### src/hdl/apfm_regs.vh
// register offsets, field positions, reset values and timing counts
`ifndef APFM_REGS_VH
`define APFM_REGS_VH
`define APFM_CLK_HZ          10000000
`define APFM_RETRY_MS        50
`define APFM_RETRY_CYC       ((`APFM_CLK_HZ / 1000) * `APFM_RETRY_MS)
`define APFM_CNT_W           20
`define APFM_ADDR_W          5
`define APFM_OFS_STATUS      5'h00
`define APFM_OFS_LIVE        5'h04
`define APFM_OFS_CTRL        5'h08
`define APFM_OFS_STATE       5'h0c
`define APFM_CTRL_RST        4'h0
`define APFM_CTRL_FAULT_PIN_N_SUP   0
`define APFM_CTRL_SHUT_DIS   1
`define APFM_CTRL_CLIP_CLIP  2
`define APFM_CTRL_CLIP_WARN  3
`define APFM_ST_SHORT1       0
`define APFM_ST_SHORT2       1
`define APFM_ST_OFFSET       2
`define APFM_ST_OTP          3
`define APFM_ST_UV           4
`define APFM_ST_OV           5
`define APFM_ST_WIN1         6
`define APFM_ST_WIN2         7
`define APFM_ST_POR          8
`define APFM_ST_W            9
`define APFM_RESP_OKAY       2'b00
`define APFM_RESP_SLVERR     2'b10
`endif

### src/hdl/apfm_fault_manager.v
// protection fault manager for a dual-channel class-d amplifier
//
// The AXI4-Lite interface to the registers and the register addresses are this design's own decisions.
`timescale 1ns/10ps
`include "apfm_regs.vh"
// Function
// - foldback reduces gain, never shuts down
// - overtemperature: full shutdown, restart on clear
// - current limit keeps outputs switching
// - short: affected channel off, retry 50 ms
// - supply short: window check blocks restart
// - startup waits until outputs read open
// - offset watched in mute and operate
// - bus mode: offset alarm, optional fault_pin_n
// - bus mode: offset shutdown unless disabled
// - offset shutdown latched until enable toggle
// - strap mode: offset always fault_pin_n, shutdown
// - offset strap disabled ignores offsets
// - undervoltage: mute, stop, auto restart
// - overvoltage: full shutdown, restart on clear
// - bus-mode deep drop needs host command
// - fault_pin_n and clip pins are open-drain
// - short drives fault_pin_n low, latches status
// - latched status clears on bus read
// - fault_pin_n pin follows live faults
// - fault to pin routing
module apfm_fault_manager
(
   input  wire        ref_clk,
   input  wire        rst,
   input  wire        bus_mode,
   input  wire        enable,
   input  wire        offset_strap_en,
   input  wire        deep_drop,
   input  wire        restart_cmd,
   input  wire        thermal_foldback,
   input  wire        overtemp,
   input  wire        overcurrent_guard,
   input  wire [1:0]  short_load,
   input  wire [1:0]  short_supply,
   input  wire [1:0]  window_short,
   input  wire        offset_guard,
   input  wire        undervoltage_guard,
   input  wire        overvoltage_guard,
   input  wire        clip_detect,
   input  wire        temp_warn,
   input  wire        in_standby,
   output reg         gain_reduce,
   output reg         current_limit,
   output reg         mute,
   output reg  [1:0]  chan_on,
   output reg         startup_hold,
   output wire        fault_pin_n_o,
   output wire        fault_pin_n_oe,
   output wire        clip_pin_n_o,
   output wire        clip_pin_n_oe,
   input  wire [4:0]  s_axi_awaddr,
   input  wire        s_axi_awvalid,
   output wire        s_axi_awready,
   input  wire [31:0] s_axi_wdata,
   input  wire [3:0]  s_axi_wstrb,
   input  wire        s_axi_wvalid,
   output wire        s_axi_wready,
   output reg  [1:0]  s_axi_bresp,
   output reg         s_axi_bvalid,
   input  wire        s_axi_bready,
   input  wire [4:0]  s_axi_araddr,
   input  wire        s_axi_arvalid,
   output wire        s_axi_arready,
   output reg  [31:0] s_axi_rdata,
   output reg  [1:0]  s_axi_rresp,
   output reg         s_axi_rvalid,
   input  wire        s_axi_rready
);

   localparam NSYNC = 13;
   // 20 bits cover the 50 ms retry count at 10 MHz
   localparam integer RETRY_INT = `APFM_RETRY_CYC;
   localparam [`APFM_CNT_W-1:0] RETRY_CYC = RETRY_INT[`APFM_CNT_W-1:0];
   localparam [1:0] ST_RUN  = 2'h0;
   localparam [1:0] ST_OFF  = 2'h1;
   localparam [1:0] ST_WAIT = 2'h2;

   ////////////////////////////////////////////////////////////////////////
   // two-flop synchronisers for comparator inputs
   // bit order fixes the s_* slices below
   wire [NSYNC-1:0] raw_in;
   assign raw_in = {thermal_foldback,
                    overtemp,
                    overcurrent_guard,
                    short_load,
                    short_supply,
                    offset_guard,
                    undervoltage_guard,
                    overvoltage_guard,
                    clip_detect,
                    temp_warn,
                    window_short[0]};
   reg  [NSYNC-1:0] meta_q;
   reg  [NSYNC-1:0] sync_q;
   reg              win1_meta_q;
   reg              win1_q;
   always @(posedge ref_clk)
   begin
      if (rst)
      begin
         meta_q      <= {NSYNC{1'b0}};
         sync_q      <= {NSYNC{1'b0}};
         win1_meta_q <= 1'b0;
         win1_q      <= 1'b0;
      end
      else
      begin
         meta_q      <= raw_in;
         sync_q      <= meta_q;
         win1_meta_q <= window_short[1];
         win1_q      <= win1_meta_q;
      end
   end
   wire       s_tfp = sync_q[12];
   wire       s_otp = sync_q[11];
   wire       s_ocp = sync_q[10];
   wire [1:0] s_sl  = sync_q[9:8];
   wire [1:0] s_ss  = sync_q[7:6];
   wire       s_dc  = sync_q[5];
   wire       s_uv  = sync_q[4];
   wire       s_ov  = sync_q[3];
   wire       s_clp = sync_q[2];
   wire       s_tw  = sync_q[1];
   wire [1:0] s_win = {win1_q, sync_q[0]};

   ////////////////////////////////////////////////////////////////////////
   // control register and offset latch
   reg  [3:0] ctrl_q;
   reg        enable_q;
   reg        offset_lat_q;
   reg        por_hold_q;
   wire       dc_active = offset_strap_en & s_dc;
   wire       dc_shut   = dc_active & (~bus_mode |
                          ~ctrl_q[`APFM_CTRL_SHUT_DIS]);
   always @(posedge ref_clk)
   begin
      if (rst)
      begin
         enable_q     <= 1'b0;
         offset_lat_q <= 1'b0;
         por_hold_q   <= 1'b1;
      end
      else
      begin
         enable_q <= enable;
         // a change on enable re-arms a latched offset shutdown once dc_shut is low
         if (dc_shut)
            offset_lat_q <= 1'b1;
         else if ((enable != enable_q) | ~offset_strap_en)
            offset_lat_q <= 1'b0;
         // deep drop in bus mode holds until a host command
         if (bus_mode & deep_drop)
            por_hold_q <= 1'b1;
         else if (restart_cmd | ~bus_mode)
            por_hold_q <= 1'b0;
      end
   end

   // undervoltage is left out of hard_off so it can mute first
   wire hard_off = s_otp | s_ov | offset_lat_q | por_hold_q
                   | ~enable_q;
   wire full_off = hard_off | s_uv;

   ////////////////////////////////////////////////////////////////////////
   // per-channel short handling and retry timer
   wire [1:0] ch_run;
   wire [3:0] ch_state;
   wire [1:0] ch_hit;
   genvar g;
   generate
      for (g = 0; g < 2; g = g + 1)
      begin : ch
         reg [1:0]             cst_q;
         reg [`APFM_CNT_W-1:0] cnt_q;
         reg                   hit_q;
         always @(posedge ref_clk)
         begin
            if (rst)
            begin
               cst_q <= ST_RUN;
               cnt_q <= {`APFM_CNT_W{1'b0}};
               hit_q <= 1'b0;
            end
            else
            begin
               case (cst_q)
                  ST_RUN:
                  begin
                     if (s_sl[g] | s_ss[g])
                     begin
                        cst_q <= ST_OFF;
                        cnt_q <= {`APFM_CNT_W{1'b0}};
                        hit_q <= s_ss[g];
                     end
                  end
                  ST_OFF:
                  begin
                     // a short still present trips again on the next cycle
                     if (cnt_q == RETRY_CYC - 1'b1)
                     begin
                        cnt_q <= {`APFM_CNT_W{1'b0}};
                        if (hit_q & s_win[g])
                           cst_q <= ST_WAIT;
                        else
                        begin
                           cst_q <= ST_RUN;
                           hit_q <= 1'b0;
                        end
                     end
                     else
                        cnt_q <= cnt_q + 1'b1;
                  end
                  ST_WAIT:
                  begin
                     if (~s_win[g])
                     begin
                        cst_q <= ST_RUN;
                        hit_q <= 1'b0;
                     end
                  end
                  default:
                     cst_q <= ST_RUN;
               endcase
            end
         end
         assign ch_run[g]           = (cst_q == ST_RUN);
         assign ch_state[2*g+1:2*g] = cst_q;
         assign ch_hit[g]           = hit_q;
      end
   endgenerate

   ////////////////////////////////////////////////////////////////////////
   // amplifier control outputs
   always @(posedge ref_clk)
   begin
      if (rst)
      begin
         gain_reduce   <= 1'b0;
         current_limit <= 1'b0;
         mute          <= 1'b1;
         chan_on       <= 2'b00;
         startup_hold  <= 1'b0;
      end
      else
      begin
         gain_reduce   <= s_tfp;
         current_limit <= s_ocp & ~(|s_sl) & ~(|s_ss);
         mute          <= full_off;
         // undervoltage mutes first, power stage stops next cycle
         chan_on[0] <= ~hard_off & ~mute & ch_run[0]
                       & ~(in_standby & |s_win);
         chan_on[1] <= ~hard_off & ~mute & ch_run[1]
                       & ~(in_standby & |s_win);
         startup_hold <= in_standby & |s_win;
      end
   end

   ////////////////////////////////////////////////////////////////////////
   // pin routing, open drain: oe low drives low
   // pins follow live inputs, never the status latches
   wire dc_fault_pin_n = dc_active & (~bus_mode |
                  ~ctrl_q[`APFM_CTRL_FAULT_PIN_N_SUP]);
   wire fault_pin_n_on = por_hold_q | s_uv | s_ov | s_otp | (|s_sl) | (|s_ss)
                  | s_ocp | (|s_win) | dc_fault_pin_n;
   // strap mode has no control bits, so both sources show
   wire clip_sel = s_clp & (~bus_mode | ctrl_q[`APFM_CTRL_CLIP_CLIP]);
   wire warn_sel = s_tw & (~bus_mode | ctrl_q[`APFM_CTRL_CLIP_WARN]);
   wire clip_on  = por_hold_q | clip_sel | warn_sel;
   assign fault_pin_n_o  = 1'b0;
   assign fault_pin_n_oe = ~fault_pin_n_on;
   assign clip_pin_n_o   = 1'b0;
   assign clip_pin_n_oe  = ~clip_on;

   ////////////////////////////////////////////////////////////////////////
   // latched status, set wins over read clear
   reg  [`APFM_ST_W-1:0] stat_q;
   wire [`APFM_ST_W-1:0] live;
   assign live = {por_hold_q,
                  s_win[1] & ch_hit[1],
                  s_win[0] & ch_hit[0],
                  s_ov,
                  s_uv,
                  s_otp,
                  dc_active,
                  s_sl[1] | s_ss[1],
                  s_sl[0] | s_ss[0]};
   wire rd_go = s_axi_arvalid & ~s_axi_rvalid;
   // clear only on the exact status word, never on a refused address
   wire rd_clr = rd_go & (s_axi_araddr == `APFM_OFS_STATUS);
   always @(posedge ref_clk)
   begin
      if (rst)
         stat_q <= {`APFM_ST_W{1'b0}};
      else if (rd_clr)
         stat_q <= live;
      else
         stat_q <= stat_q | live;
   end

   ////////////////////////////////////////////////////////////////////////
   // axi4-lite slave, one cycle answer
   // aw and w are taken together; a pending response refuses both
   wire wr_go = s_axi_awvalid & s_axi_wvalid & ~s_axi_bvalid;
   assign s_axi_awready = wr_go;
   assign s_axi_wready  = wr_go;
   assign s_axi_arready = rd_go;
   always @(posedge ref_clk)
   begin
      if (rst)
      begin
         ctrl_q       <= `APFM_CTRL_RST;
         s_axi_bvalid <= 1'b0;
         s_axi_bresp  <= `APFM_RESP_OKAY;
      end
      else
      begin
         if (s_axi_bvalid & s_axi_bready)
            s_axi_bvalid <= 1'b0;
         if (wr_go)
         begin
            s_axi_bvalid <= 1'b1;
            if (s_axi_awaddr == `APFM_OFS_CTRL)
            begin
               s_axi_bresp <= `APFM_RESP_OKAY;
               if (s_axi_wstrb[0])
                  ctrl_q <= s_axi_wdata[3:0];
            end
            else
               s_axi_bresp <= `APFM_RESP_SLVERR;
         end
      end
   end
   always @(posedge ref_clk)
   begin
      if (rst)
      begin
         s_axi_rvalid <= 1'b0;
         s_axi_rdata  <= 32'h0000_0000;
         s_axi_rresp  <= `APFM_RESP_OKAY;
      end
      else
      begin
         if (s_axi_rvalid & s_axi_rready)
            s_axi_rvalid <= 1'b0;
         if (rd_go)
         begin
            s_axi_rvalid <= 1'b1;
            s_axi_rresp  <= `APFM_RESP_OKAY;
            case (s_axi_araddr)
               `APFM_OFS_STATUS: s_axi_rdata <= {23'h0, stat_q};
               `APFM_OFS_LIVE:   s_axi_rdata <= {23'h0, live};
               `APFM_OFS_CTRL:   s_axi_rdata <= {28'h0, ctrl_q};
               `APFM_OFS_STATE:  s_axi_rdata <= {22'h0,
                                                 startup_hold,
                                                 chan_on,
                                                 mute,
                                                 current_limit,
                                                 gain_reduce,
                                                 ch_state};
               default:
               begin
                  s_axi_rdata <= 32'h0000_0000;
                  s_axi_rresp <= `APFM_RESP_SLVERR;
               end
            endcase
         end
      end
   end

endmodule

### config.mk
export PLATFORM = sky130hd
export DESIGN_NAME = apfm_fault_manager
export DESIGN_NICKNAME = d
export VERILOG_FILES = /design/src/hdl/apfm_fault_manager.v
export VERILOG_INCLUDE_DIRS = /design/src /design/src/hdl
export SDC_FILE = /design/constraint.sdc
export NUM_CORES = 1
export LEC_CHECK = 0
export ABC_AREA = 1
export ABC_CLOCK_PERIOD_IN_PS = 1600
export BUFFER_PORTS_ARGS = -buffer_cell sky130_fd_sc_hd__clkbuf_2
export CAP_MARGIN = 0
export CORE_ASPECT_RATIO = 1.2
export CORE_UTILIZATION = 49
export CTS_BUF_LIST = sky130_fd_sc_hd__clkbuf_4 sky130_fd_sc_hd__clkbuf_8 sky130_fd_sc_hd__clkbuf_16
export CTS_CLUSTER_DIAMETER = 80
export DETAILED_ROUTE_END_ITERATION = 6
export PLACE_DENSITY = 0.86
export SYNTH_ARGS = -nofsm -noshare
export SYNTH_HDL_FRONTEND = slang
export SYNTH_SLANG_ARGS = --single-unit
### constraint.sdc
create_clock -name ref_clk -period 1.6 [get_ports ref_clk]
set_input_delay 0.4 -clock ref_clk [delete_from_list [all_inputs] [get_ports ref_clk]]
set_output_delay 0.4 -clock ref_clk [all_outputs]
set_load 0.01 [all_outputs]
# After elaboration in Yosys (flattened, before gate mapping)
# Index checks and enable logic that the tools add are counted.
# op_classes
n_shift,0
div,0
n_mul,0
add_sub_neg,2
bitwise_logic,60
mux,36
magnitude_cmp,0
reduce_logical,22
eq_ne,19
# op_table
op,n
2-to-1 mux 20 bit,4
case mux 20 bit (2 select lines),2
adder 20 x 1 -> 20 bit (second input constant),2
equality test 20 x 19 -> 1 bit (second input constant),2
case mux 10 bit (4 select lines),1
OR 1 bit,23
bitwise AND 1 bit,22
2-to-1 mux 2 bit,10
equality test 5 x 4 -> 1 bit (second input constant),3
2-to-1 mux 1 bit,14
inverter 1 bit,14
!= test 2 bit (second input constant),6
case mux 2 bit (3 select lines),2
AND reduction 5 bit,2
nonzero test 2 bit,5
2-to-1 mux 9 bit,1
OR 9 bit,1
AND reduction 3 bit,3
OR reduction 2 bit,4
case mux 1 bit (3 select lines),2
nonzero test 3 bit,2
equality test 5 x 3 -> 1 bit (second input constant),1
zero test 5 bit,1
equality test 2 x 1 -> 1 bit (second input constant),2
other kinds (6),10
# word_totals
latch_bits,0
memories,0
output_inout_bits,51
romBits,0
reg_bits,134
mem_bits_rw,0

# Logic depth before layout (Yosys ltp)
# logic_depth
word_depth,9
ltp_mapped,12
depth_no_buf,12

# Worst setup path after synthesis
# OpenSTA, ideal clock, no wires.
# synth_timing
path_kind,register to register
start,register ch[1].cst_q[0]
end,register ch[1].cnt_q[16]
period_less_slack_ps,1543
slack_ps,57
t_arrival_ps,1428
stages_incl_launch_ff,10
setup_ps,115
path_cell_list,dfxtp_1 -> inv_1 -> ha_1 -> inv_2 -> o21ai_4 -> nand2_4 -> nor2_4 -> nand2_1 -> xor2_1 -> nor2_2
# synth_between
elab_chain_len,3
word_cells_on_any_way,6
cone_classes,2 x eq/ne; 1 x mux; 3 x reduce/logical
# synth_lines
element,line_no,source
start: declaration,apfm_fault_manager.v:179,reg [1:0] cst_q;
start signal: assignment,apfm_fault_manager.v:186,cst_q <= ST_RUN;
start signal: assignment,apfm_fault_manager.v:197,cst_q <= ST_OFF;
start signal: assignment,apfm_fault_manager.v:209,cst_q <= ST_WAIT;
equality test 2 x 1 -> 1 bit or zero test 2 bit (tied branches),apfm_fault_manager.v:192,case (cst_q)
nonzero test 2 bit (no line) or != test 2 x 1 -> 1 bit (tied branches),--,
AND reduction 2 bit (no line),--,
end signal: assignment,apfm_fault_manager.v:187,cnt_q <= {`APFM_CNT_W{1'b0}};
end signal: assignment,apfm_fault_manager.v:198,cnt_q <= {`APFM_CNT_W{1'b0}};
end signal: assignment,apfm_fault_manager.v:207,cnt_q <= {`APFM_CNT_W{1'b0}};
end: declaration,apfm_fault_manager.v:180,reg [`APFM_CNT_W-1:0] cnt_q;
# Several ways; a longest one is shown, not always the timed one.
# A chain may end at the register's enable or synchronous reset.

# Worst setup path after layout
# layout_timing
start,register sync_q[0]
end,output port fault_pin_n_oe
# layout_between
elab_chain_len,4
# layout_lines
element,line_no,source
start: declaration,apfm_fault_manager.v:100,reg [NSYNC-1:0] sync_q;
start signal: assignment,apfm_fault_manager.v:108,sync_q <= {NSYNC{1'b0}};
start signal: assignment,apfm_fault_manager.v:115,sync_q <= meta_q;
OR reduction 2 bit,apfm_fault_manager.v:270,| s_ocp | (|s_win) | dc_fault_pin_n;
OR 1 bit (2 in series),apfm_fault_manager.v:270,
inverter 1 bit,apfm_fault_manager.v:276,assign fault_pin_n_oe = ~fault_pin_n_on;
end: declaration,apfm_fault_manager.v:54,"output wire fault_pin_n_oe,"
# Every way passes these cells.

==> impl_results.md <==
* Syn avg cell area at 7.121 um2
* CTS tree: done
* Die area at 11,290 um2
* Worst path top cell family by delay: simple AND/OR/NAND/NOR gates
* Synth area leader: dfxtp_1
* Fin area at 6638 um2
* WS Path Type: reg -> out
* Setup crit end kind: output port
* Leakage at 2.869 nW
* WP buf/inv at 1
* Net Sw Power at 1.837 mW
* Synth warn at 0
* Crit. Startpoint: sync_q[0]$_SDFF_PP0_
* Die Width at 97.18 um
* Most frequent cells in the layout: nand2_1, nor2_1, inv_1, dfxtp_1, clkbuf_2
* DRT iter0 DRCs at 369
* CTS Sinks at 110
* Number of I/O pins at 124
* Worst hold slack at 0.2264 ns
* Drt via density at 5.068
* Int Pwr at 4.606 mW
* Deepest level of the CTS H-tree at 3
* Ant. Diodes at 0
* Slowest-stage cell, CP: dfxtp_2
* Syn Inst Count at 748
* Vias in the first global route at 4,297
* Reg-to-Reg Start: ch[1].cst_q[0]$_SDFFE_PP0P_
* Number of distinct library cells after synthesis at 41
* Final setup vio count at 2
* Cell area power density at 970.7 nW/um2
* Synth Register Bits at 110
* Failing checks: negative setup slack
* Placed insts at 963
* Part of the power in registers at 45.3%
* Final Hold Fails at 0
* F_max at 552.2 MHz
* Yosys top cell area share at 41.34%
* Dpl ws at -0.08439 ns
* First-pass GRT wire length at 18,820 um
* Final period util at 113.2%
* Placed cell area at 5912 um2
* CP max FO at 2
* GRT overflow at 0
* Clock buffer count from CTS at 9
* Peak supply drop at 0.0005404 V
* GRT Util Overall at 20.63%
* Worst EP required at 1.20 ns
* # DRC at 0
* Top area cells in the synthesized netlist: dfxtp_1, nand2_1, nor2_1
* Max-slew headroom at 60.73%
* Hpwl dp at 8192 um
* Tot Pwr at 6.443 mW
* Clock power frac at 37.1%
* Asr flop ratio synth at 0%
* Initial Util at 50.40%
* Initial antenna violation count at 0
* Power share of the combinational group at 17.6%
* Sequential cell area fraction in the yosys report at 41.34%
* Primary FF master, synth: dfxtp_1
* Clock transition at the registers of the reported paths at 0.08 ns
* Post-DRT Antenna Nets at 0
* RSZ-0062 raised after global routing: true
* Crit-path cells: nor4_4 -> nor4b_4 -> buf_2
* Commonest non-fill, non-tap cell in the layout: nand2_1
* Placeable Area at 10,570 um2
* Final nets at 939
* Layout cell share with drive strength beyond 1 at 25.81%
* Clock Latency Late Sink at 0.35 ns
* Worst Hold Class: in -> reg
* RD Place Congestion at 0.9062
* Outcome: complete, but fails checks
* Slew @ Worst Pin at 0.5885 ns
* Hold_sp: thermal_foldback
* Pin count of the biggest net entering global routing at 66
* Max Slew Vio Count at 0
* Final WL at 12,650 um
* DR pass1 iterations at 5
* Worst R2R Setup Slack at -0.01 ns
* Filler cell count at 835
* Critical path's largest stage delay at 0.34 ns
* Rows at 41
* Final Skew at 0.006767 ns
* Layout area overhead at 24.62%
* Post-Layout Cell Count at 989
* Vias at 5,012
* Switching Share at 28.52%
* Worst setup SP type: flip-flop
* Hold-fix buffers, CTS at 0
* Die Ht at 116.2 um
* Routed WL per cell at 12.79 um
* Area of the mapped netlist at 5326 um2
* Data arrival, critical path at 1.41 ns
* Setup ws final at -0.2109 ns
* Port Buffers at 66
* Root buffer cell: clkbuf_16
* Post-synth EDFFs at 0
* CTS max path bufs at 2
* Final min period at 1.811 ns
* Max Cap Violations at 0
## cell usage after synthesis, types with 3 or more instances
| cell type | n |
|---|---|
| nor3_1 | 22 |
| o22ai_1 | 5 |
| inv_2 | 4 |
| o21ai_0 | 25 |
| nor2_1 | 130 |
| ha_1 | 11 |
| nand2_4 | 3 |
| nand2_1 | 131 |
| inv_1 | 114 |
| xnor2_1 | 3 |
| dfxtp_1 | 110 |
| xor2_1 | 10 |
| nand3_1 | 31 |
| nand4_1 | 22 |
| nor2_4 | 4 |
| nand2_2 | 9 |
| buf_6 | 3 |
| nor2_2 | 8 |
| buf_4 | 27 |
| clkbuf_1 | 9 |
| or2_2 | 3 |
| a21oi_1 | 39 |
## logic make-up after synthesis
| logic type | count (synthesis) | share of synthesized area (%) |
|---|---|---|
| AOI/OAI and AO/OA | 79 | 8.269 |
| xor gates and xnor gates | 13 | 2.138 |
| adders and majority gates | 11 | 2.584 |
| buffers and inverters | 158 | 13.48 |
| DFF | 110 | 41.34 |
| other | 1 | 0.07040 |
| and+or+nand+nor | 376 | 32.11 |
## cell type report
cell class	count	area (um2)	area share [%]
clock inverter	6	83.83	1.263
clock buffer	10	239.0	3.600
multi-input combinational	506	2784	41.94
inverter	118	460.4	6.937
timing repair buffer	110	689.4	10.39
tap	129	161.4	2.432
sequential	110	2220	33.44
## worst reg2reg max path, stage by stage, from the launching register on
cell	delay, ns
dfxtp_4	0.37
buf_4	0.12
ha_4	0.14
inv_1	0.05
nand2_1	0.09
nand2_2	0.10
nor3_2	0.18
nand2_1	0.12
nor2_2	0.11
nand2_1	0.08
nand2_1	0.10
nor2_1	0.04
## power by group through the flow
stage / Clock [mW] / Combinational, mW / Sequential (mW)
final: 2.39 / 1.13 / 2.92
after global routing: 2.54 / 1.23 / 2.93
after CTS: 2.42 / 0.911 / 2.90
after detailed placement: 0 / 0.855 / 2.96
after global placement: 0 / 0.833 / 2.96
after floorplan: 0 / 0.600 / 2.96
## metrics by stage
stage	setup TNS (ns)	utilization, %
final	-0.2219	62.81
after CTS	-0.1900	59.77
after detailed placement	-0.3870	55.94
after floorplan	0	-
after global placement	-0.05149	55.94
after global routing	-0.8098	62.81
## registers in the layout (all words and copies together) (netlist names), 2 cells and up
register / cells
stat_q: 9
sync_q: 13
ch.cnt_q: 40
ch.hit_q: 2
ctrl_q: 4
ch.cst_q: 4
s_axi_rdata: 10
chan_on: 2
meta_q: 13
## final timing paths
check                            endpoint  cells past startpoint
max                        fault_pin_n_oe                      3
min                 meta_q[12]$_SDFF_PP0_                      3
max reg2reg  ch[1].cnt_q[14]$_SDFFE_PP0P_                     11
min reg2reg         sync_q[10]$_SDFF_PP0_                      2
## repair_timing
action	CTS	global route
gates resized for setup	15	71
endpoints found under the setup margin	19	49
gates cloned	0	1
setup buffers	3	6
pin swaps	4	17
## per-layer routing
layer	global-route usage, %	wire length (um)	vias to the layer above
met3	5.685	690	42
met4	8.358	402	0
li1	-	-	2511
met2	36.24	6463	198
met5	0	0	-
met1	23.95	5089	2261
(Power assumes the default switching activity.)
